[src/rtl/csp_pkg.sv]
package csp_pkg;
    // Timing base
    localparam int CLK_MHZ     = 40;
    localparam int CLK_HZ      = CLK_MHZ * 1000000;
    localparam int LF_HZ       = 128000;
    localparam int LF_DIV      = CLK_HZ / LF_HZ;
    localparam int CK_RESET    = 14;
    localparam int CK_WAKE     = 6;
    localparam int PCE_CYC     = 4;
    localparam int T_4MS_US    = 4000;
    localparam int T_4P1MS_US  = 4100;
    localparam int T_64MS_US   = 64000;
    localparam int T_65MS_US   = 65000;
    localparam int T_4MS_CYC   = T_4MS_US * CLK_MHZ;
    localparam int T_4P1MS_CYC = T_4P1MS_US * CLK_MHZ;
    localparam int T_64MS_CYC  = T_64MS_US * CLK_MHZ;
    localparam int T_65MS_CYC  = T_65MS_US * CLK_MHZ;
    localparam int MS_W        = 22;
    // Source and start-up time codes
    localparam logic [3:0] SRC_EXT   = 4'h0;
    localparam logic [3:0] SRC_CALRC = 4'h2;
    localparam logic [3:0] SRC_LF    = 4'h3;
    localparam logic [1:0] SUT_SHORT = 2'h0;
    localparam logic [1:0] SUT_MID   = 2'h1;
    localparam logic [1:0] SUT_LONG  = 2'h2;
    // Prescale field
    localparam logic [3:0] DIV_RST_PLAIN = 4'h0;
    localparam logic [3:0] DIV_RST_DIV8  = 4'h3;
    localparam logic [3:0] DIV_MAX       = 4'h8;
    localparam int         PCE_BIT       = 7;
    localparam int         EXTSEL_BIT    = 6;
    // Register map: indices, byte address is four times the index
    localparam logic [11:0] IDX_PRESCALE = 12'h0061;
    localparam logic [11:0] IDX_ASYNC    = 12'h0062;
    localparam logic [11:0] IDX_STATUS   = 12'h0063;
    localparam logic [11:0] ADR_PRESCALE = 12'(IDX_PRESCALE << 2);
    localparam logic [11:0] ADR_ASYNC    = 12'(IDX_ASYNC << 2);
    localparam logic [11:0] ADR_STATUS   = 12'(IDX_STATUS << 2);

    typedef struct packed {
        logic [3:0] clock_source_select_fuses;
        logic [1:0] startup_time_fuses;
        logic       reset_pin_disable_fuse;
        logic       clock_output_fuse;
        logic       divide_by_eight_fuse;
    } csp_fuses_t;

    typedef struct packed {
        logic cpu;
        logic io;
        logic adc;
        logic flash;
    } csp_clk_en_t;

    typedef enum logic [4:0] {
        ST_LATCH = 5'h01,
        ST_DELAY = 5'h02,
        ST_RUN   = 5'h04,
        ST_SLEEP = 5'h08,
        ST_WAKE  = 5'h10
    } csp_state_t;
endpackage

[src/rtl/csp_tick_gen.sv]
`timescale 1ns/1ps
module csp_tick_gen #(
    parameter int DIV = 312
) (
    input  wire logic mclk,
    input  wire logic rst_n,
    output logic      tick
);
    localparam int W = $clog2(DIV);

    logic [W-1:0] cnt_r;

    generate
        if (DIV < 2) begin : g_bad
            $error("csp_tick_gen: DIV must be at least 2");
        end
    endgenerate

    always_ff @(posedge mclk or negedge rst_n) begin
        if (!rst_n) begin
            cnt_r <= '0;
        end else if (cnt_r == W'(DIV - 1)) begin
            cnt_r <= '0;
        end else begin
            cnt_r <= cnt_r + W'(1);
        end
    end

    assign tick = (cnt_r == W'(DIV - 1));

    property p_tick_gap;
        @(posedge mclk) disable iff (!rst_n)
        tick |=> !tick [*8];
    endproperty
    a_tick_gap: assert property (p_tick_gap) else $error("low rate tick repeats too soon");
endmodule // csp_tick_gen

[src/rtl/csp_prescaler.sv]
`timescale 1ns/1ps
module csp_prescaler (
    input  wire logic       mclk,
    input  wire logic       rst_n,
    input  wire logic       src_tick,
    input  wire logic [3:0] div_sel,
    output logic            tick
);
    logic [7:0] cnt_r;
    logic [3:0] div_act_r;
    logic [7:0] term;

    // New factor taken only at the end of a full old period: no short pulse
    assign term = 8'((9'h001 << div_act_r) - 9'h001);
    assign tick = src_tick && (cnt_r == term);

    always_ff @(posedge mclk or negedge rst_n) begin
        if (!rst_n) begin
            cnt_r     <= '0;
            div_act_r <= 4'h0;
        end else if (tick) begin
            cnt_r     <= '0;
            div_act_r <= div_sel;
        end else if (src_tick) begin
            cnt_r     <= cnt_r + 8'h01;
        end
    end

    property p_switch_at_edge;
        @(posedge mclk) disable iff (!rst_n)
        !tick && src_tick |=> $stable(div_act_r);
    endproperty
    a_switch_at_edge: assert property (p_switch_at_edge) else $error("factor changed mid period");

    property p_load_new;
        @(posedge mclk) disable iff (!rst_n)
        tick |=> (div_act_r == $past(div_sel)) && (cnt_r == 8'h00);
    endproperty
    a_load_new: assert property (p_load_new) else $error("new factor not taken at period end");
endmodule // csp_prescaler

[src/rtl/csp_clock_ctrl.sv]
// The APB register port and the address map were decided locally.
`timescale 1ns/1ps
module csp_clock_ctrl #(
    parameter int DLY_4MS   = csp_pkg::T_4MS_CYC,
    parameter int DLY_4P1MS = csp_pkg::T_4P1MS_CYC,
    parameter int DLY_64MS  = csp_pkg::T_64MS_CYC,
    parameter int DLY_65MS  = csp_pkg::T_65MS_CYC
) (
    input  wire logic                mclk,
    input  wire logic                rst_n,
    input  wire csp_pkg::csp_fuses_t fuses,
    input  wire logic                crystal_input_pin,
    input  wire logic                timer_osc_input_pin,
    input  wire logic                sleep_req,
    input  wire logic                wake_req,
    input  wire logic                psel,
    input  wire logic                penable,
    input  wire logic                pwrite,
    input  wire logic [11:0]         paddr,
    input  wire logic [31:0]         pwdata,
    output logic [31:0]              prdata,
    output logic                     pready,
    output logic                     pslverr,
    output csp_pkg::csp_clk_en_t     domain_clk_en,
    output logic                     clock_output_pin_out,
    output logic                     clock_output_pin_oe,
    output logic                     timer_osc_enable,
    output logic                     timer_ext_tick
);
    localparam int MW = csp_pkg::MS_W;

    generate
        if (DLY_4MS < 1 || DLY_4P1MS < 1 || DLY_64MS < 1 || DLY_65MS < 1 ||
            DLY_65MS >= (1 << MW) || DLY_64MS >= (1 << MW)) begin : g_bad
            $error("csp_clock_ctrl: delay parameters out of range");
        end
    endgenerate

    csp_pkg::csp_state_t  state_r;
    csp_pkg::csp_fuses_t  fuse_r;
    logic [4:0]           ck_cnt_r;
    logic [MW-1:0]        ms_cnt_r;
    logic [MW-1:0]        ms_load;
    logic [3:0]           div_r;
    logic [2:0]           pce_cnt_r;
    logic                 pce_act;
    logic                 ext_sel_r;
    logic                 xtal_d_r;
    logic                 tosc_d_r;
    logic                 lf_tick;
    logic                 src_tick;
    logic                 sys_tick;
    logic                 run;
    logic                 setup;
    logic                 hit;
    logic                 wr_acc;
    logic                 wr_pre;
    logic [31:0]          rd_mux;

    // Low rate source from the main clock; 128 kHz does not divide 40 MHz exactly
    csp_tick_gen #(
        .DIV (csp_pkg::LF_DIV)
    ) u_lf (
        .mclk  (mclk),
        .rst_n (rst_n),
        .tick  (lf_tick)
    );

    always_ff @(posedge mclk or negedge rst_n) begin
        if (!rst_n) begin
            xtal_d_r <= 1'b0;
            tosc_d_r <= 1'b0;
        end else begin
            xtal_d_r <= crystal_input_pin;
            tosc_d_r <= timer_osc_input_pin;
        end
    end

    // Source select; other codes run straight from the main clock
    always_comb begin
        if (fuse_r.clock_source_select_fuses == csp_pkg::SRC_LF) begin
            src_tick = lf_tick;
        end else if (fuse_r.clock_source_select_fuses == csp_pkg::SRC_EXT) begin
            src_tick = crystal_input_pin && !xtal_d_r;
        end else begin
            src_tick = 1'b1;
        end
    end

    csp_prescaler u_pre (
        .mclk     (mclk),
        .rst_n    (rst_n),
        .src_tick (src_tick),
        .div_sel  (div_r),
        .tick     (sys_tick)
    );

    // Reset delay length by source and start-up fuses
    always_comb begin
        ms_load = '0;
        unique case (fuses.startup_time_fuses)
            csp_pkg::SUT_SHORT: begin
                if (fuses.reset_pin_disable_fuse) begin
                    ms_load = MW'(DLY_4P1MS);
                end
            end
            csp_pkg::SUT_MID: begin
                ms_load = (fuses.clock_source_select_fuses == csp_pkg::SRC_LF) ?
                          MW'(DLY_4MS) : MW'(DLY_4P1MS);
            end
            csp_pkg::SUT_LONG: begin
                ms_load = (fuses.clock_source_select_fuses == csp_pkg::SRC_LF) ?
                          MW'(DLY_64MS) : MW'(DLY_65MS);
            end
            default: begin
                // Reserved code: take the longest, safest wait
                ms_load = MW'(DLY_65MS);
            end
        endcase
    end

    // Start-up and wake sequencing
    always_ff @(posedge mclk or negedge rst_n) begin
        if (!rst_n) begin
            state_r  <= csp_pkg::ST_LATCH;
            fuse_r   <= '0;
            ck_cnt_r <= 5'h00;
            ms_cnt_r <= '0;
        end else begin
            unique case (state_r)
                csp_pkg::ST_LATCH: begin
                    fuse_r   <= fuses;
                    ck_cnt_r <= 5'(csp_pkg::CK_RESET);
                    ms_cnt_r <= ms_load;
                    state_r  <= csp_pkg::ST_DELAY;
                end
                csp_pkg::ST_DELAY: begin
                    if (ck_cnt_r != 5'h00) begin
                        if (src_tick) begin
                            ck_cnt_r <= ck_cnt_r - 5'h01;
                        end
                    end else if (ms_cnt_r != '0) begin
                        ms_cnt_r <= ms_cnt_r - MW'(1);
                    end else begin
                        state_r <= csp_pkg::ST_RUN;
                    end
                end
                csp_pkg::ST_RUN: begin
                    if (sleep_req) begin
                        state_r <= csp_pkg::ST_SLEEP;
                    end
                end
                csp_pkg::ST_SLEEP: begin
                    if (wake_req) begin
                        ck_cnt_r <= 5'(csp_pkg::CK_WAKE);
                        state_r  <= csp_pkg::ST_WAKE;
                    end
                end
                csp_pkg::ST_WAKE: begin
                    if (ck_cnt_r == 5'h00) begin
                        state_r <= csp_pkg::ST_RUN;
                    end else if (src_tick) begin
                        ck_cnt_r <= ck_cnt_r - 5'h01;
                    end
                end
            endcase
        end
    end

    assign run = (state_r == csp_pkg::ST_RUN);

    // APB: one registered answer cycle, so every access has zero wait states
    assign setup  = psel && !penable;
    assign hit    = (paddr == csp_pkg::ADR_PRESCALE) || (paddr == csp_pkg::ADR_ASYNC) ||
                    (paddr == csp_pkg::ADR_STATUS);
    assign wr_acc = psel && penable && pready && pwrite && !pslverr;
    assign wr_pre = wr_acc && (paddr == csp_pkg::ADR_PRESCALE);
    assign pce_act = (pce_cnt_r != 3'h0);

    always_comb begin
        rd_mux = 32'h0000_0000;
        if (paddr == csp_pkg::ADR_PRESCALE) begin
            rd_mux[csp_pkg::PCE_BIT] = pce_act;
            rd_mux[3:0]              = div_r;
        end else if (paddr == csp_pkg::ADR_ASYNC) begin
            rd_mux[csp_pkg::EXTSEL_BIT] = ext_sel_r;
        end else if (paddr == csp_pkg::ADR_STATUS) begin
            rd_mux[4:0]  = state_r;
            rd_mux[5]    = timer_osc_enable;
            rd_mux[16:8] = fuse_r;
        end
    end

    always_ff @(posedge mclk or negedge rst_n) begin
        if (!rst_n) begin
            pready  <= 1'b0;
            pslverr <= 1'b0;
            prdata  <= 32'h0000_0000;
        end else begin
            pready  <= setup;
            pslverr <= setup && !hit;
            if (setup && !pwrite) begin
                prdata <= rd_mux;
            end
        end
    end

    // Timed change sequence
    always_ff @(posedge mclk or negedge rst_n) begin
        if (!rst_n) begin
            pce_cnt_r <= 3'h0;
            div_r     <= csp_pkg::DIV_RST_PLAIN;
        end else if (state_r == csp_pkg::ST_LATCH) begin
            div_r <= fuses.divide_by_eight_fuse ? csp_pkg::DIV_RST_DIV8 : csp_pkg::DIV_RST_PLAIN;
        end else if (wr_pre && pwdata[csp_pkg::PCE_BIT]) begin
            // Only a clean enable opens the window; a rewrite neither extends nor closes it
            if (pwdata[6:0] == 7'h00 && !pce_act) begin
                pce_cnt_r <= 3'(csp_pkg::PCE_CYC);
            end else if (pce_act) begin
                pce_cnt_r <= pce_cnt_r - 3'h1;
            end
        end else if (wr_pre && pce_act) begin
            pce_cnt_r <= 3'h0;
            if (pwdata[3:0] <= csp_pkg::DIV_MAX) begin
                div_r <= pwdata[3:0];
            end
        end else if (pce_act) begin
            pce_cnt_r <= pce_cnt_r - 3'h1;
        end
    end

    always_ff @(posedge mclk or negedge rst_n) begin
        if (!rst_n) begin
            ext_sel_r <= 1'b0;
        end else if (wr_acc && paddr == csp_pkg::ADR_ASYNC) begin
            ext_sel_r <= pwdata[csp_pkg::EXTSEL_BIT];
        end
    end

    // Registered outputs
    always_ff @(posedge mclk or negedge rst_n) begin
        if (!rst_n) begin
            domain_clk_en        <= '0;
            clock_output_pin_out <= 1'b0;
            clock_output_pin_oe  <= 1'b0;
            timer_osc_enable     <= 1'b0;
            timer_ext_tick       <= 1'b0;
        end else begin
            domain_clk_en        <= {4{sys_tick && run}};
            // Clock-out keeps running through the start-up delay
            clock_output_pin_oe  <= fuse_r.clock_output_fuse;
            clock_output_pin_out <= fuse_r.clock_output_fuse && sys_tick;
            timer_osc_enable     <= run && (fuse_r.clock_source_select_fuses == csp_pkg::SRC_CALRC);
            timer_ext_tick       <= timer_osc_enable && ext_sel_r &&
                                    timer_osc_input_pin && !tosc_d_r;
        end
    end

    property p_gate_off;
        @(posedge mclk) disable iff (!rst_n)
        !run |=> (domain_clk_en == '0);
    endproperty
    a_gate_off: assert property (p_gate_off) else $error("domain clock while not running");

    property p_delay_load;
        @(posedge mclk) disable iff (!rst_n)
        (state_r == csp_pkg::ST_LATCH) && fuses.reset_pin_disable_fuse &&
        (fuses.startup_time_fuses == csp_pkg::SUT_SHORT) |=> (ms_cnt_r == MW'(DLY_4P1MS)) && (ck_cnt_r == 5'd14);
    endproperty
    a_delay_load: assert property (p_delay_load) else $error("short delay not stretched");

    property p_wake_six;
        @(posedge mclk) disable iff (!rst_n)
        (state_r == csp_pkg::ST_SLEEP) && wake_req |=> (state_r == csp_pkg::ST_WAKE) && (ck_cnt_r == 5'd6);
    endproperty
    a_wake_six: assert property (p_wake_six) else $error("wake count not six");

    property p_ext_src;
        @(posedge mclk) disable iff (!rst_n)
        (fuse_r.clock_source_select_fuses == csp_pkg::SRC_EXT) && !crystal_input_pin |-> !src_tick;
    endproperty
    a_ext_src: assert property (p_ext_src) else $error("external source tick without pin edge");

    property p_clkout;
        @(posedge mclk) disable iff (!rst_n)
        sys_tick ##1 fuse_r.clock_output_fuse |-> clock_output_pin_out && clock_output_pin_oe;
    endproperty
    a_clkout: assert property (p_clkout) else $error("divided clock missing on output pin");

    property p_pce_window;
        @(posedge mclk) disable iff (!rst_n)
        pce_act [*4] |=> !pce_act;
    endproperty
    a_pce_window: assert property (p_pce_window) else $error("change window longer than four cycles");

    property p_div_accept;
        @(posedge mclk) disable iff (!rst_n)
        wr_pre && pce_act && !pwdata[csp_pkg::PCE_BIT] && (pwdata[3:0] <= csp_pkg::DIV_MAX)
        |=> (div_r == $past(pwdata[3:0])) && !pce_act;
    endproperty
    a_div_accept: assert property (p_div_accept) else $error("division write in window lost");

    property p_div_refuse;
        @(posedge mclk) disable iff (!rst_n)
        (state_r != csp_pkg::ST_LATCH) && !(wr_pre && pce_act) |=> $stable(div_r);
    endproperty
    a_div_refuse: assert property (p_div_refuse) else $error("division changed outside window");

    property p_div_reset;
        @(posedge mclk) disable iff (!rst_n)
        (state_r == csp_pkg::ST_LATCH) |=> (div_r == ($past(fuses.divide_by_eight_fuse) ? 4'h3 : 4'h0));
    endproperty
    a_div_reset: assert property (p_div_reset) else $error("division reset value wrong");

    property p_timer_rc;
        @(posedge mclk) disable iff (!rst_n)
        timer_ext_tick |-> $past(fuse_r.clock_source_select_fuses) == csp_pkg::SRC_CALRC;
    endproperty
    a_timer_rc: assert property (p_timer_rc) else $error("timer clock without calibrated RC source");
endmodule // csp_clock_ctrl

[config.mk]
export PLATFORM = sky130hd
export DESIGN_NAME = csp_clock_ctrl
export DESIGN_NICKNAME = d
export VERILOG_FILES = /design/src/rtl/csp_pkg.sv /design/src/rtl/csp_tick_gen.sv /design/src/rtl/csp_prescaler.sv /design/src/rtl/csp_clock_ctrl.sv
export SDC_FILE = /design/constraint.sdc
export NUM_CORES = 1
export LEC_CHECK = 0
export ABC_AREA = 1
export BUFFER_PORTS_ARGS = -buffer_cell sky130_fd_sc_hd__buf_2
export CELL_PAD_IN_SITES_DETAIL_PLACEMENT = 1
export CELL_PAD_IN_SITES_GLOBAL_PLACEMENT = 2
export CORE_AREA = 2 2 193 100
export DETAILED_ROUTE_END_ITERATION = 7
export DIE_AREA = 0 0 195 102
export HOLD_SLACK_MARGIN = 0.03
export PLACE_DENSITY = 0.79
export SLEW_MARGIN = 20
export SYNTH_ARGS = -nofsm -noshare
export SYNTH_HDL_FRONTEND = slang
export SYNTH_SLANG_ARGS = --single-unit
[constraint.sdc]
create_clock -name mclk -period 2.23 [get_ports mclk]
set_clock_uncertainty 0.15 [all_clocks]
set_input_delay 0.446 -clock mclk [delete_from_list [all_inputs] [get_ports mclk]]
set_output_delay 0.446 -clock mclk [all_outputs]
set_load 0.02 [all_outputs]
==> results of run 1 <==
[path summary, 6_finish.rpt]
| kind | endpoint | cells past startpoint | startpoint |
|---|---|---|---|
| worst max-delay path | u_pre.div_act_r[1] | 10 | u_pre.div_act_r[3] |
| worst min-delay path | tosc_d_r | 1 | timer_osc_input_pin |
| worst max register to register | u_pre.div_act_r[1] | 10 | u_pre.div_act_r[3] |
| worst min register to register | clock_output_pin_oe | 0 | fuse_r[1] |
| max in group asynchronous | div_r[1] | 3 | rst_n |
| min in group asynchronous | ms_cnt_r[7] | 2 | rst_n |
[layer usage]
metal	vias to the layer above	GRT usage (%)	wire length (µm)
met1	2503	21.31	7595
met4	0	3.171	102
li1	2577	-	-
met2	50	30.30	7628
met5	-	0	0
met3	7	2.607	293
[repair_timing]
item	4_1_cts	5_1_grt
endpoints found under the setup margin	0	19
resized for setup	0	10
hold endpoints to repair	28	0
hold buffers	1	0
[cell usage after synthesis, drive strengths merged, types with 10 or more instances]
master	number	area, µm²
nand3	53	280.3
a21oi	13	65.06
nand4	22	150.1
nor2	93	389.1
buf	27	195.2
xor2	10	87.58
o21ai	50	257.8
nor3	12	60.06
dfrtp	95	2377
inv	95	356.6
ha	11	137.6
nand2	255	972.2
[registers in the layout, indices dropped and copies added (netlist names), 4 cells and up]
signal           cells
u_pre.cnt_r          8
fuse_r               9
u_pre.div_act_r      4
u_lf.cnt_r           9
prdata              17
ck_cnt_r             5
state_r              5
div_r                4
ms_cnt_r            22
[kinds of logic after synthesis]
kind of cell / count (synthesis) / synth area share [%]
AND/OR/NAND/NOR: 441 / 33.96
XOR/XNOR: 15 / 2.359
other: 1 / 0.06735
buffers and inverters: 126 / 10.18
adder cells (fa/ha/maj): 11 / 2.472
flip-flops: 96 / 43.17
AO/OA/AOI/OAI: 78 / 7.798
[power by group through the flow]
| stage | Clock, mW | Sequential (mW) | Combinational [mW] |
|---|---|---|---|
| after detailed placement | 0 | 2.68 | 2.98 |
| after floorplan | 0 | 2.57 | 2.19 |
| after global routing | 1.80 | 2.73 | 3.49 |
| after global placement | 0 | 2.66 | 2.87 |
| final | 1.68 | 2.66 | 3.00 |
| after CTS | 1.73 | 2.65 | 3.00 |
[placed cells by master (no fill, tap or decap), types with 3 or more instances in the layout]
cell,instances
a2bb2oi_1,4
a31oi_1,5
nand3_1,49
dfrtp_1,94
nand2_2,7
nor2_4,4
nand2_1,248
ha_1,10
nor2_2,7
nor2_1,82
xor2_1,10
inv_1,89
nand4_1,20
conb_1,16
buf_2,63
o21ai_0,46
a21oi_1,13
clkbuf_16,9
o31ai_1,3
clkinv_4,3
inv_2,6
xnor2_1,4
buf_4,31
nor3_1,12
nand3_2,4
[area by class of cell]
cell class,instances,area (µm²)
inverter,95,356.6
sequential,96,2405
clock inverter,7,96.34
multi-input combinational,561,2698
fill,2306,11490
tap,240,300.3
clock buffer,9,225.2
timing repair buffer,95,558.0
==> results.md, run 1 <==
Final layout:
- The share of final-layout standard cells stronger than drive strength 1 is approximately 17%.
- The post-layout net count is just over 900.
- The area growth from synthesis to layout is 19.24%.
- For this run, the share of the core covered by cells in the final layout is between 30% and 40%.
- The count of non-filler cells in the finished layout is approximately 1.1k.
- The finished cells cover between 6000 and 7000 µm².
- The antenna diode count is 0.

STA:
- The period utilization is a little over nine tenths.
- The accumulated negative setup slack is 0 ps.
- The total count of hold-check failures in the final report was 0.
- The maximum clock frequency is ~460 MHz.
- The final critical delay including setup and external delays is between 2000 and 2500 ps.
- The post-route worst hold slack is around 70 ps.
- The final-report setup violation count is 0.
- The number of pins with negative max-slew slack in the final report is 0.
- Setup repair after global routing could not meet its margin everywhere.
- The setup slack of the critical path after layout is slightly above 70 ps.

Die:
- The area of the core region is roughly 18000 µm².
- The starting density of the core is between 30% and 40%.
- The count of standard-cell rows is 35.
- The number of I/O pins is 104.
- The vertical die dimension is ~100 µm.
- From left edge to right edge, the die measures ~200 µm.
- The floorplan step defined a die boundary enclosing 19890 µm².

Synthesis:
- The share of the Yosys chip area taken by registers is 43.17%.
- Synthesis produced about 770 cells.
- After synthesis the netlist holds a flip-flop and latch count of 96.
- The share of flip-flops with an asynchronous set or reset is 100.0%.
- The per-instance average area after synthesis is 7.250 µm².
- The number of library cell types mapped by synthesis is 35.
- In the synthesized netlist the dominant register cell turns out to be dfrtp_1.
- The mapped netlist covers between 5000 and 6000 µm².
- The number of enable flip-flop cells after synthesis is 0.
- Yosys printed 0 warnings.

Global routing:
- For this run, the total global-route usage over all layers was measured as 16.63%.
- The number of global-route vias before repair is around 5.3k.
- The pin count of the biggest net entering global routing is 37.
- The overflow left after global routing is 0.
- The initial antenna violation count was 0.
- The first global-routing pass estimated between 20000 and 30000 µm of wire.

Setup path:
- The nature of the critical path endpoint is a flop.
- The critical path start-end classification is reg2reg.
- The largest single stage delay on the critical path is 410 ps.
- The signal arrival time at the worst endpoint is between 2000 and 2500 ps.
- The data required time at the worst endpoint is about 2300 ps.
- Walking the worst path, the cells encountered are nor2_4 -> nand3_2 -> ha_4 -> xnor2_2 -> nor2_2 -> nand2_1 -> nor2_1 -> nand3_2 -> o21ai_0 -> nand2_1.
- The maximum fanout count along the critical path is 5.
- The internal reg-to-reg setup slack is 70 ps.
- Broken down by cell family, the worst path's largest delay share belongs to simple AND/OR/NAND/NOR gates.
- The startpoint type of the worst setup path is a flop.
- For this design, the slowest cell found on the critical path is dfrtp_1.
- Counting both buffers and inverters, the worst setup path holds a total of 0.

Placement:
- During placement, the flow inserted port buffers numbering 64.
- Summing all placed instances gives a cell area of around 6300 µm².
- The post-placement cell count is 1086.
- Routability-driven placement finished with a final weighted congestion of 0.7946.
- The detailed-placement wirelength estimate is about 12000 µm.
- The minimum setup slack after placement is ~57 ps.

Detailed routing:
- Dividing the detail-routed wire length by the instance count gives 14.16 µm.
- The number of nets still failing antenna checks after routing is 0.
- The average via count per standard cell is ~4.7.
- The pre-antenna-repair detailed-routing pass consisted of 4 iterations.
- For this run, design rule violations remaining after detail routing come to 0.
- Summed over all layers, the routed wires come to between 15000 and 20000 µm.
- Detailed routing inserted a total of around 5.1k vias.
- In this run, the number of DRC markers left after iteration 0 of detailed routing was between 200 and 250.

Pwr:
- The completed layout was analyzed and its total power is ~7.3 mW.
- For this design the ratio of total power to cell area is 1104 nW/µm².
- The worst voltage drop across the vdd grid is between 0.3 and 0.4 mV.
- The leakage power figure is 3.578 nW.
- The internal cell power is around 4.2 mW.
- The relative contribution of the clock network to total power is a little under a quarter.
- Registers are responsible for 36.2% of the overall power.
- In this run the power spent charging and discharging nets is about 3.1 mW.
- The combinational group share of total power is 40.9%.
- Of the total power, the share spent switching nets is between 40% and 50%.

CTS:
- The number of clock sinks is 96.
- Counting along the longest clock path gives a buffer depth of 2.
- TritonCTS built the clock tree.
- In this run the number of H-tree levels came out at 3.
- After clock tree synthesis, the setup repair step added 0 buffers.
- The number of clock buffers added by TritonCTS is 9.
- After clock tree synthesis, the clock-pin slew on the worst setup and hold paths is ~80 ps.
- The root buffer cell chosen for the clock tree is clkbuf_16.
- The clock latency on the worst-skew pair is between 300 and 400 ps.

Status:
- The run finished with clean final reports.

Hold path:
- The min-delay analysis places its worst path in the category in2reg.

Flow run:
- Max-cap violations in this run came to 0.
(Power assumes the default switching activity.)
==> inputs of run 2 (changes only) <==
Settings changed: CORE_AREA 2 2 193 100 to 2 2 197 102, CTS_CLUSTER_SIZE set to 28, DIE_AREA 0 0 195 102 to 0 0 199 104, PLACE_DENSITY 0.79 to 0.8, SYNTH_HIERARCHICAL set to 1.
==> results.md, run 2 <==
Status:
- Result of the run: complete, no violations (unchanged).

CTS:
- The number of buffers created by CTS is 9 (unchanged).
- The CTS tree is done (unchanged).
- The number of clock sinks is 96 (unchanged).
- The clock latency on the worst-skew pair is 360 ps (was 350 ps).
- The clock-pin slew on the worst setup and hold paths came to 70 ps (was 80 ps).
- The H-tree depth was 3 (unchanged).
- The clock root buffer is clkbuf_16 (unchanged).
- The buffer levels on the longest clock path is 2 (unchanged).

Synthesis:
- The sequential element share of the synthesized area is 40.01% (was 43.17%).
- The proportion of netlist area held by the largest area contributor is 39.58% (was 42.70%).
- The register bit total from synthesis is 96 (unchanged).
- The number of library cell types mapped by synthesis came to 44 (was 35).
- The largest area contributor in the synthesized netlist is dfrtp_1 (unchanged).
- The share of flip-flops with an asynchronous set or reset is 100.0% (unchanged).
- The most used standard cell by instance count after synthesis is nand2_1 (unchanged).
- Top cell types by occurrence after synthesis: nand2_1 (243), nor2_1 (97), dfrtp_1 (95) (was nand2_1 (249), dfrtp_1 (95), inv_1 (89)).
- The number of cells produced by synthesis is 811 (was 768).
- The netlist area before placement is 6007 µm² (was 5568 µm²).
- The yosys synthesis warning count is 6 (was 0).
- Area contributors post-synth: dfrtp_1 (40%), nand2_1 (15%), nor2_1 (6.1%) (was dfrtp_1 (43%), nand2_1 (17%), inv_1 (6.0%)).
- The per-instance average area after synthesis was 7.407 µm² (was 7.250 µm²).
- The number of enable flip-flop cells after synthesis came to 0 (unchanged).
- The top flip-flop cell by instance count after synthesis is dfrtp_1 (unchanged).

Global routing:
- The initial antenna violation count is 0 (unchanged).
- The overflow left after global routing is 0 (unchanged).
- The pin count of the biggest net entering global routing is 44 (was 37).
- The global-route wire length before repair came to 29570 µm (was 26490 µm).
- The overall global routing resource usage is 18.49% (was 16.63%).
- The number of global-route vias before repair is 5454 (was 5331).

STA:
- The measured slew at the worst slew-check pin is 721.4 ps.
- The period utilization was 95.98% (was 96.81%).
- The total count of hold-check failures in the final report came to 0 (unchanged).
- The final-report setup violation count is 0 (unchanged).
- The worst pin sits at a relative slew slack of 51.85%.
- Unrepaired setup endpoints after global routing: true (unchanged).
- The setup slack of the critical path after layout came to 89.60 ps (was 71.17 ps).
- The final critical delay including setup and external delays is 2140 ps (was 2159 ps).
- The post-route worst hold slack is 62.76 ps (was 70.88 ps).
- The maximum clock frequency is 467.2 MHz (was 463.2 MHz).
- The number of pins with negative max-slew slack in the final report is 0 (unchanged).

Final layout:
- The synthesis-to-layout area growth is 19.06% (was 19.24%).
- Leading registers by flop count: ms_cnt_r x22, prdata x17 (unchanged).
- The post-layout net count is 985 (was 931).
- The antenna diode count is 0 (unchanged).
- The flip-flop count of the largest register, all copies and words added is 22 (unchanged).
- The number of filler instances in the final layout is 2392 (was 2306).
- The most frequent standard cell in the layout excluding fill and tap cells is nand2_1 (unchanged).
- The top register by number of flip-flops is ms_cnt_r (unchanged).
- The sequential cell area is 2405 µm² (unchanged).
- The share of final-layout standard cells stronger than drive strength 1 was 23.58% (was 17.15%).
- Highest-count cells in the layout ignoring fill and taps: nand2_1 (242), nor2_1 (95), dfrtp_1 (94), inv_1 (79), buf_2 (63) (was nand2_1 (248), dfrtp_1 (94), inv_1 (89), nor2_1 (82), buf_2 (63)).
- The multi-input combinational cell area is 3097 µm² (was 2698 µm²).

Placement:
- The routability congestion estimate is 0.8529 (was 0.7946).
- The detailed-placement wirelength estimate was 14530 µm (was 12300 µm).
- The count of input and output buffers is 64 (unchanged).
- The minimum setup slack after placement came to -42.31 ps (was 57.37 ps).

Pwr:
- The combinational group share of total power came to 48.3% (was 40.9%).
- The internal cell power was 4.503 mW (was 4.224 mW).
- The worst voltage drop across the vdd grid is 0.4684 mV (was 0.3955 mV).
- The proportion of total power due to net switching is 46.57% (was 42.37%).
- The share of total power in sequential cells was 32.1% (was 36.2%).
- The net load switching power is 3.925 mW (was 3.105 mW).
- The leakage power figure is 3.785 nW (was 3.578 nW).
- The power consumption came to 8.428 mW (was 7.330 mW).
- The relative contribution of the clock network to total power is 19.6% (was 22.9%).
- The power density of the placed cells is 1178 nW/µm² (was 1104 nW/µm²).

Hold path:
- The source of the worst hold timing path is timer_osc_input_pin (unchanged).
- The number of stages on the worst hold path is 1 (unchanged).
- The class of the tightest hold or removal check is in2reg (unchanged).
- The terminating pin of the worst hold path is tosc_d_r (unchanged).

Setup path:
- Cells along the critical path: ha_2 -> nand2_2 -> nor2_2 -> nand2_2 -> inv_2 -> o22ai_2 -> nand2_2 -> inv_2 -> a21oi_2 -> nand3_1 -> nor2_1 -> nand2_1 -> nor2_4 -> nand2_4 -> clkinv_8 -> inv_2 -> nor2_2 (was nor2_4 -> nand3_2 -> ha_4 -> xnor2_2 -> nor2_2 -> nand2_1 -> nor2_1 -> nand3_2 -> o21ai_0 -> nand2_1).
- The internal reg-to-reg setup slack was 90 ps (was 70 ps).
- The startpoint of the worst register-to-register path was u_lf/cnt_r[0] (was u_pre.div_act_r[3]).
- The nature of the critical path endpoint is a flop (unchanged).
- The slowest stage cell on the critical path is dfrtp_1 (unchanged).
- The signal arrival time at the worst endpoint was 2270 ps (was 2230 ps).
- The number of cells on the worst reg-to-reg path is 17 (was 10).
- The dominant delay contributor by cell family on the critical path was simple AND/OR/NAND/NOR gates (unchanged).
- The critical path start-end classification is reg2reg (unchanged).
- The worst reg2reg path endpoint is domain_clk_en[0] (was u_pre.div_act_r[1]).
- The delay of the slowest cell on the worst path is 360 ps (was 410 ps).
- The startpoint type of the worst setup path is a flop (unchanged).
- The buffer and inverter count on the worst path is 4 (was 0).
- The maximum fanout count along the critical path is 8 (was 5).
- The data required time at the worst endpoint was 2360 ps (was 2300 ps).

Detailed routing:
- The average via count per standard cell is 4.585 (was 4.657).
- The routed wire length per instance is 15.49 µm (was 14.16 µm).
- The aggregate routed wire length is 18310 µm (was 15620 µm).
- The violation count after the first detailed-route iteration was 277 (was 227).
- The count of vias placed by the detailed router is 5419 (was 5137).
- The DRC violation count after routing is 0 (unchanged).
- The first-pass iteration count of the detailed router came to 4 (unchanged).
- The number of nets still failing antenna checks after routing is 0 (unchanged).

Flow run:
- The number of maximum-capacitance violations is 0 (unchanged).

Die:
- The number of I/O pins is 104 (unchanged).
- The width of the die was 199 µm (was 195 µm).
- The area of the core region was 19050 µm² (was 18130 µm²).
- The floorplan die area is 20700 µm² (was 19890 µm²).
- The count of standard-cell rows came to 36 (was 35).
- The starting density of the core is 31.53% (was 30.71%).
- The vertical die dimension came to 104 µm (was 102 µm).
-- run 2: cell types whose count changed after synthesis, moves of 8 or more --
| cell | delta |
|---|---|
| o21ai_1 | +13 |
| nor2_1 | +12 |
| nor2_2 | +14 |
| inv_1 | -8 |
| o21ai_0 | -21 |
| nand3_1 | +12 |
-- run 2: cell type report --
type                            instances  area share (%)
Clock inverter                          5          0.8747
Inverter                               96           5.231
Clock buffer                           11           3.394
Tap cell                              266           4.654
Multi-Input combinational cell        604           43.30
Timing Repair Buffer                  104           8.922
Sequential cell                        96           33.62
-- run 2: power groups by stage --
stage          Sequential [mW]  Combinational (mW)  Clock (mW)
2_1_floorplan             2.58                3.00           0
6_report                  2.71                4.07        1.65
3_5_place_dp              2.72                3.98           0
5_1_grt                   2.78                4.61        1.75
4_1_cts                   2.70                4.01        1.69
3_3_place_gp              2.71                3.88           0
-- run 2: per-layer routing --
| metal | share of wire [%] | routed length [µm] | global-route usage [%] | up-vias |
|---|---|---|---|---|
| li1 | - | - | - | 2738 |
| met1 | 56 | 10230 | 29.99 | 2587 |
| met2 | 39 | 7164 | 24.90 | 85 |
| met3 | 4.3 | 792 | 3.243 | 9 |
| met4 | 0.67 | 122 | 3.678 | 0 |
| met5 | 0 | 0 | 0 | - |
-- run 2: logic make-up after synthesis --
family / share of synthesized area [%]
AND/OR/NAND/NOR: 37.99
buffers and inverters: 10.14
AO/OA/AOI/OAI: 7.540
adder cells (fa/ha/maj): 2.499
XOR/XNOR: 1.750
other: 0.06243
flip-flops: 40.01
-- run 2: worst max-delay path by stage --
stage	start	end	slack, ps	cells past startpoint
after global placement	u_lf/cnt_r[1]	domain_clk_en[0]	30	17
after floorplan	u_lf/cnt_r[0]	domain_clk_en[0]	20	17
after CTS	u_lf/cnt_r[0]	domain_clk_en[0]	0.5	17
final	u_lf/cnt_r[0]	domain_clk_en[0]	90	17
after global routing	u_lf/cnt_r[0]	clock_output_pin_out	-110	17
after detailed placement	u_lf/cnt_r[1]	domain_clk_en[0]	-40	17
-- run 2: worst reg2reg max path, delay by kind of cell, from the launching register on --
| family | cells | cell delay (ps) |
|---|---|---|
| adders and majority gates | 1 | 200 |
| buffers and inverters | 4 | 260 |
| DFF | 1 | 360 |
| AOI/OAI and AO/OA | 2 | 180 |
| and+or+nand+nor | 10 | 920 |
-- run 2: timing repair --
action / in CTS / in global routing
hold buffers: 1 / 0
pin swaps: 6 / 7
buffers inserted: 5 / 4
endpoints found under the setup margin: 3 / 25
gates resized for setup: 4 / 9
hold endpoints to repair: 32 / 0
-- run 2: metrics by stage --
stage,utilization [%],TNS [ps],area (µm²),std cells
after floorplan,-,0,6063,826
after global placement,35.24,0,6714,1156
after detailed placement,35.24,-42.31,6714,1156
after CTS,37.15,0,7078,1178
after global routing,37.54,-808.3,7152,1182
final,37.54,0,7152,1182
==> inputs of run 3 (changes only) <==
Settings changed: CELL_PAD_IN_SITES_GLOBAL_PLACEMENT 2 to 1, CORE_AREA 2 2 197 102 to 2 2 189 98, DIE_AREA 0 0 199 104 to 0 0 191 100, PLACE_DENSITY 0.8 to 0.7.
==> results.md, run 3 (synthesized netlist as in run 2, its figures left out) <==
Final layout:
- The share of final-layout standard cells stronger than drive strength 1 was 25.03% (was 23.58%).
- The core utilization of the finished layout is 40.94% (was 37.54%).
- The flip-flop count of the largest register, all copies and words added is 22 (unchanged).
- The antenna diode count is 0 (unchanged).
- Leading registers by flop count: ms_cnt_r x22, prdata x17 (unchanged).
- The top register by number of flip-flops is ms_cnt_r (unchanged).
- The count of non-filler cells in the finished layout is 1167 (was 1182).
- The synthesis-to-layout area growth is 20.87% (was 19.06%).
- The most frequent standard cell in the layout excluding fill and tap cells is nand2_1 (unchanged).
- The final design instance area without fill is 7261 µm² (was 7152 µm²).
- Highest-count cells in the layout ignoring fill and taps: nand2_1 (239), nor2_1 (95), dfrtp_1 (95), inv_1 (78), buf_2 (63) (was nand2_1 (242), nor2_1 (95), dfrtp_1 (94), inv_1 (79), buf_2 (63)).
- The post-layout net count is 996 (was 985).

Placement:
- The minimum setup slack after placement is -125.4 ps (was -42.31 ps).
- The count of input and output buffers is 64 (unchanged).
- The routability congestion estimate is 0.8276 (was 0.8529).
- The post-placement cell count came to 1135 (was 1156).
- The detailed-placement wirelength estimate came to 13920 µm (was 14530 µm).
- The post-detailed-placement cell area is 6731 µm² (was 6714 µm²).

STA:
- The final-report setup violation count is 0 (unchanged).
- The setup slack of the critical path after layout was 59.77 ps (was 89.60 ps).
- The accumulated negative setup slack came to 0 ps (unchanged).
- The worst slew slack as a fraction of its limit came to 53.83% (was 51.85%).
- The total count of hold-check failures in the final report is 0 (unchanged).
- The maximum clock frequency is 460.8 MHz (was 467.2 MHz).
- The number of pins with negative max-slew slack in the final report is 0 (unchanged).
- The measured slew at the worst slew-check pin was 691.8 ps (was 721.4 ps).
- The final critical delay including setup and external delays is 2170 ps (was 2140 ps).
- The period utilization came to 97.32% (was 95.98%).
- Unrepaired setup endpoints after global routing: true (unchanged).
- The post-route worst hold slack is 59.97 ps (was 62.76 ps).

Setup path:
- The maximum fanout count along the critical path is 2 (was 8).
- The data required time at the worst endpoint was 2320 ps (was 2360 ps).
- The number of cells on the worst reg-to-reg path is 14 (was 17).
- The signal arrival time at the worst endpoint is 2260 ps (was 2270 ps).
- The critical path start-end classification is reg2reg (unchanged).
- The internal reg-to-reg setup slack is 60 ps (was 90 ps).
- The nature of the critical path endpoint is a flop (unchanged).
- The startpoint type of the worst setup path is a flop (unchanged).

Die:
- The area of the core region was 17740 µm² (was 19050 µm²).
- The starting density of the core came to 33.87% (was 31.53%).
- The width of the die is 191 µm (was 199 µm).
- The floorplan die area is 19100 µm² (was 20700 µm²).
- The vertical die dimension is 100 µm (was 104 µm).
- The number of I/O pins came to 104 (unchanged).
- The count of standard-cell rows is 35 (was 36).

Detailed routing:
- The violation count after the first detailed-route iteration is 302 (was 277).
- The count of vias placed by the detailed router came to 5524 (was 5419).
- The aggregate routed wire length was 18130 µm (was 18310 µm).
- The routed wire length per instance is 15.54 µm (was 15.49 µm).
- The number of nets still failing antenna checks after routing came to 0 (unchanged).
- The first-pass iteration count of the detailed router is 5 (was 4).
- The DRC violation count after routing is 0 (unchanged).
- The average via count per standard cell was 4.734 (was 4.585).

Pwr:
- The proportion of total power due to net switching is 46.97% (was 46.57%).
- The share of total power in sequential cells is 31.6% (was 32.1%).
- The net load switching power is 4.019 mW (was 3.925 mW).
- The internal cell power is 4.538 mW (was 4.503 mW).
- The relative contribution of the clock network to total power was 19.5% (was 19.6%).
- The power consumption is 8.557 mW (was 8.428 mW).
- The leakage power figure is 3.855 nW (was 3.785 nW).
- The worst voltage drop across the vdd grid is 0.4736 mV (was 0.4684 mV).
- The power density of the placed cells was 1179 nW/µm² (was 1178 nW/µm²).
- The combinational group share of total power is 48.8% (was 48.3%).

Global routing:
- The number of global-route vias before repair is 5461 (was 5454).
- The overall global routing resource usage is 19.99% (was 18.49%).
- The initial antenna violation count is 0 (unchanged).
- The pin count of the biggest net entering global routing is 33 (was 44).
- The overflow left after global routing came to 0 (unchanged).
- The global-route wire length before repair is 29490 µm (was 29570 µm).

CTS:
- The buffer levels on the longest clock path is 2 (unchanged).
- The clock root buffer is clkbuf_16 (unchanged).
- The CTS tree is done (unchanged).
- The number of clock sinks is 96 (unchanged).
- The clock-pin slew on the worst setup and hold paths came to 70 ps (about the same).
- The number of buffers created by CTS is 9 (unchanged).
- The clock latency on the worst-skew pair was 360 ps (about the same).
- The H-tree depth is 3 (unchanged).

Flow run:
- The number of maximum-capacitance violations was 0 (unchanged).

Hold path:
- The class of the tightest hold or removal check is in2reg (unchanged).
- The number of stages on the worst hold path is 1 (unchanged).

Status:
- Result of the run: complete, no violations (unchanged).
run 3: per-layer routing:
layer,share of wire (%),global-route usage [%],vias up
met4,0.95,3.816,0
met1,55,31.62,2667
met5,0,0,-
li1,-,-,2749
met2,41,27.79,95
met3,3.7,3.916,13
run 3: path summary, 6_finish.rpt:
check                                    start             endpoint
max reg2reg                      u_lf/cnt_r[1]        u_lf/cnt_r[8]
max                              u_lf/cnt_r[1]        u_lf/cnt_r[8]
min                        timer_osc_input_pin             tosc_d_r
min reg2reg                           tosc_d_r       timer_ext_tick
max in group asynchronous                rst_n           state_r[0]
min in group asynchronous                rst_n  clock_output_pin_oe
run 3: timing repair:
action / in CTS / in global routing
endpoints found under the setup margin: 12 / 17
endpoints found under the hold margin: 26 / 0
hold buffers: 1 / 0
setup buffers: 13 / 4
resized for setup: 6 / 17
pin swaps: 8 / 12
run 3: power by group through the flow:
stage / Combinational, mW / Sequential, mW / Clock (mW)
after floorplan: 3.00 / 2.58 / 0
after global placement: 3.91 / 2.71 / 0
after detailed placement: 4.03 / 2.72 / 0
after CTS: 4.11 / 2.69 / 1.73
after global routing: 4.69 / 2.77 / 1.79
final: 4.18 / 2.71 / 1.67
run 3: area by class of cell:
cell class | count | area, µm²
Multi-Input combinational cell | 604 | 3139
Inverter | 96 | 374.1
Clock inverter | 7 | 85.08
Fill cell | 2243 | 10480
Tap cell | 240 | 300.3
Sequential cell | 96 | 2404
Timing Repair Buffer | 115 | 733.2
Clock buffer | 9 | 225.2
run 3: critical path, cell delays in order (launching register included):
cell and delay [ps]:
dfrtp_1 410, ha_4 180, nand2_4 60, nor2_4 120
nand2_2 70, buf_4 130, buf_4 120, buf_4 120
buf_4 120, buf_4 120, buf_4 120, buf_4 120
buf_4 130, nand2_1 50, nor2_1 40
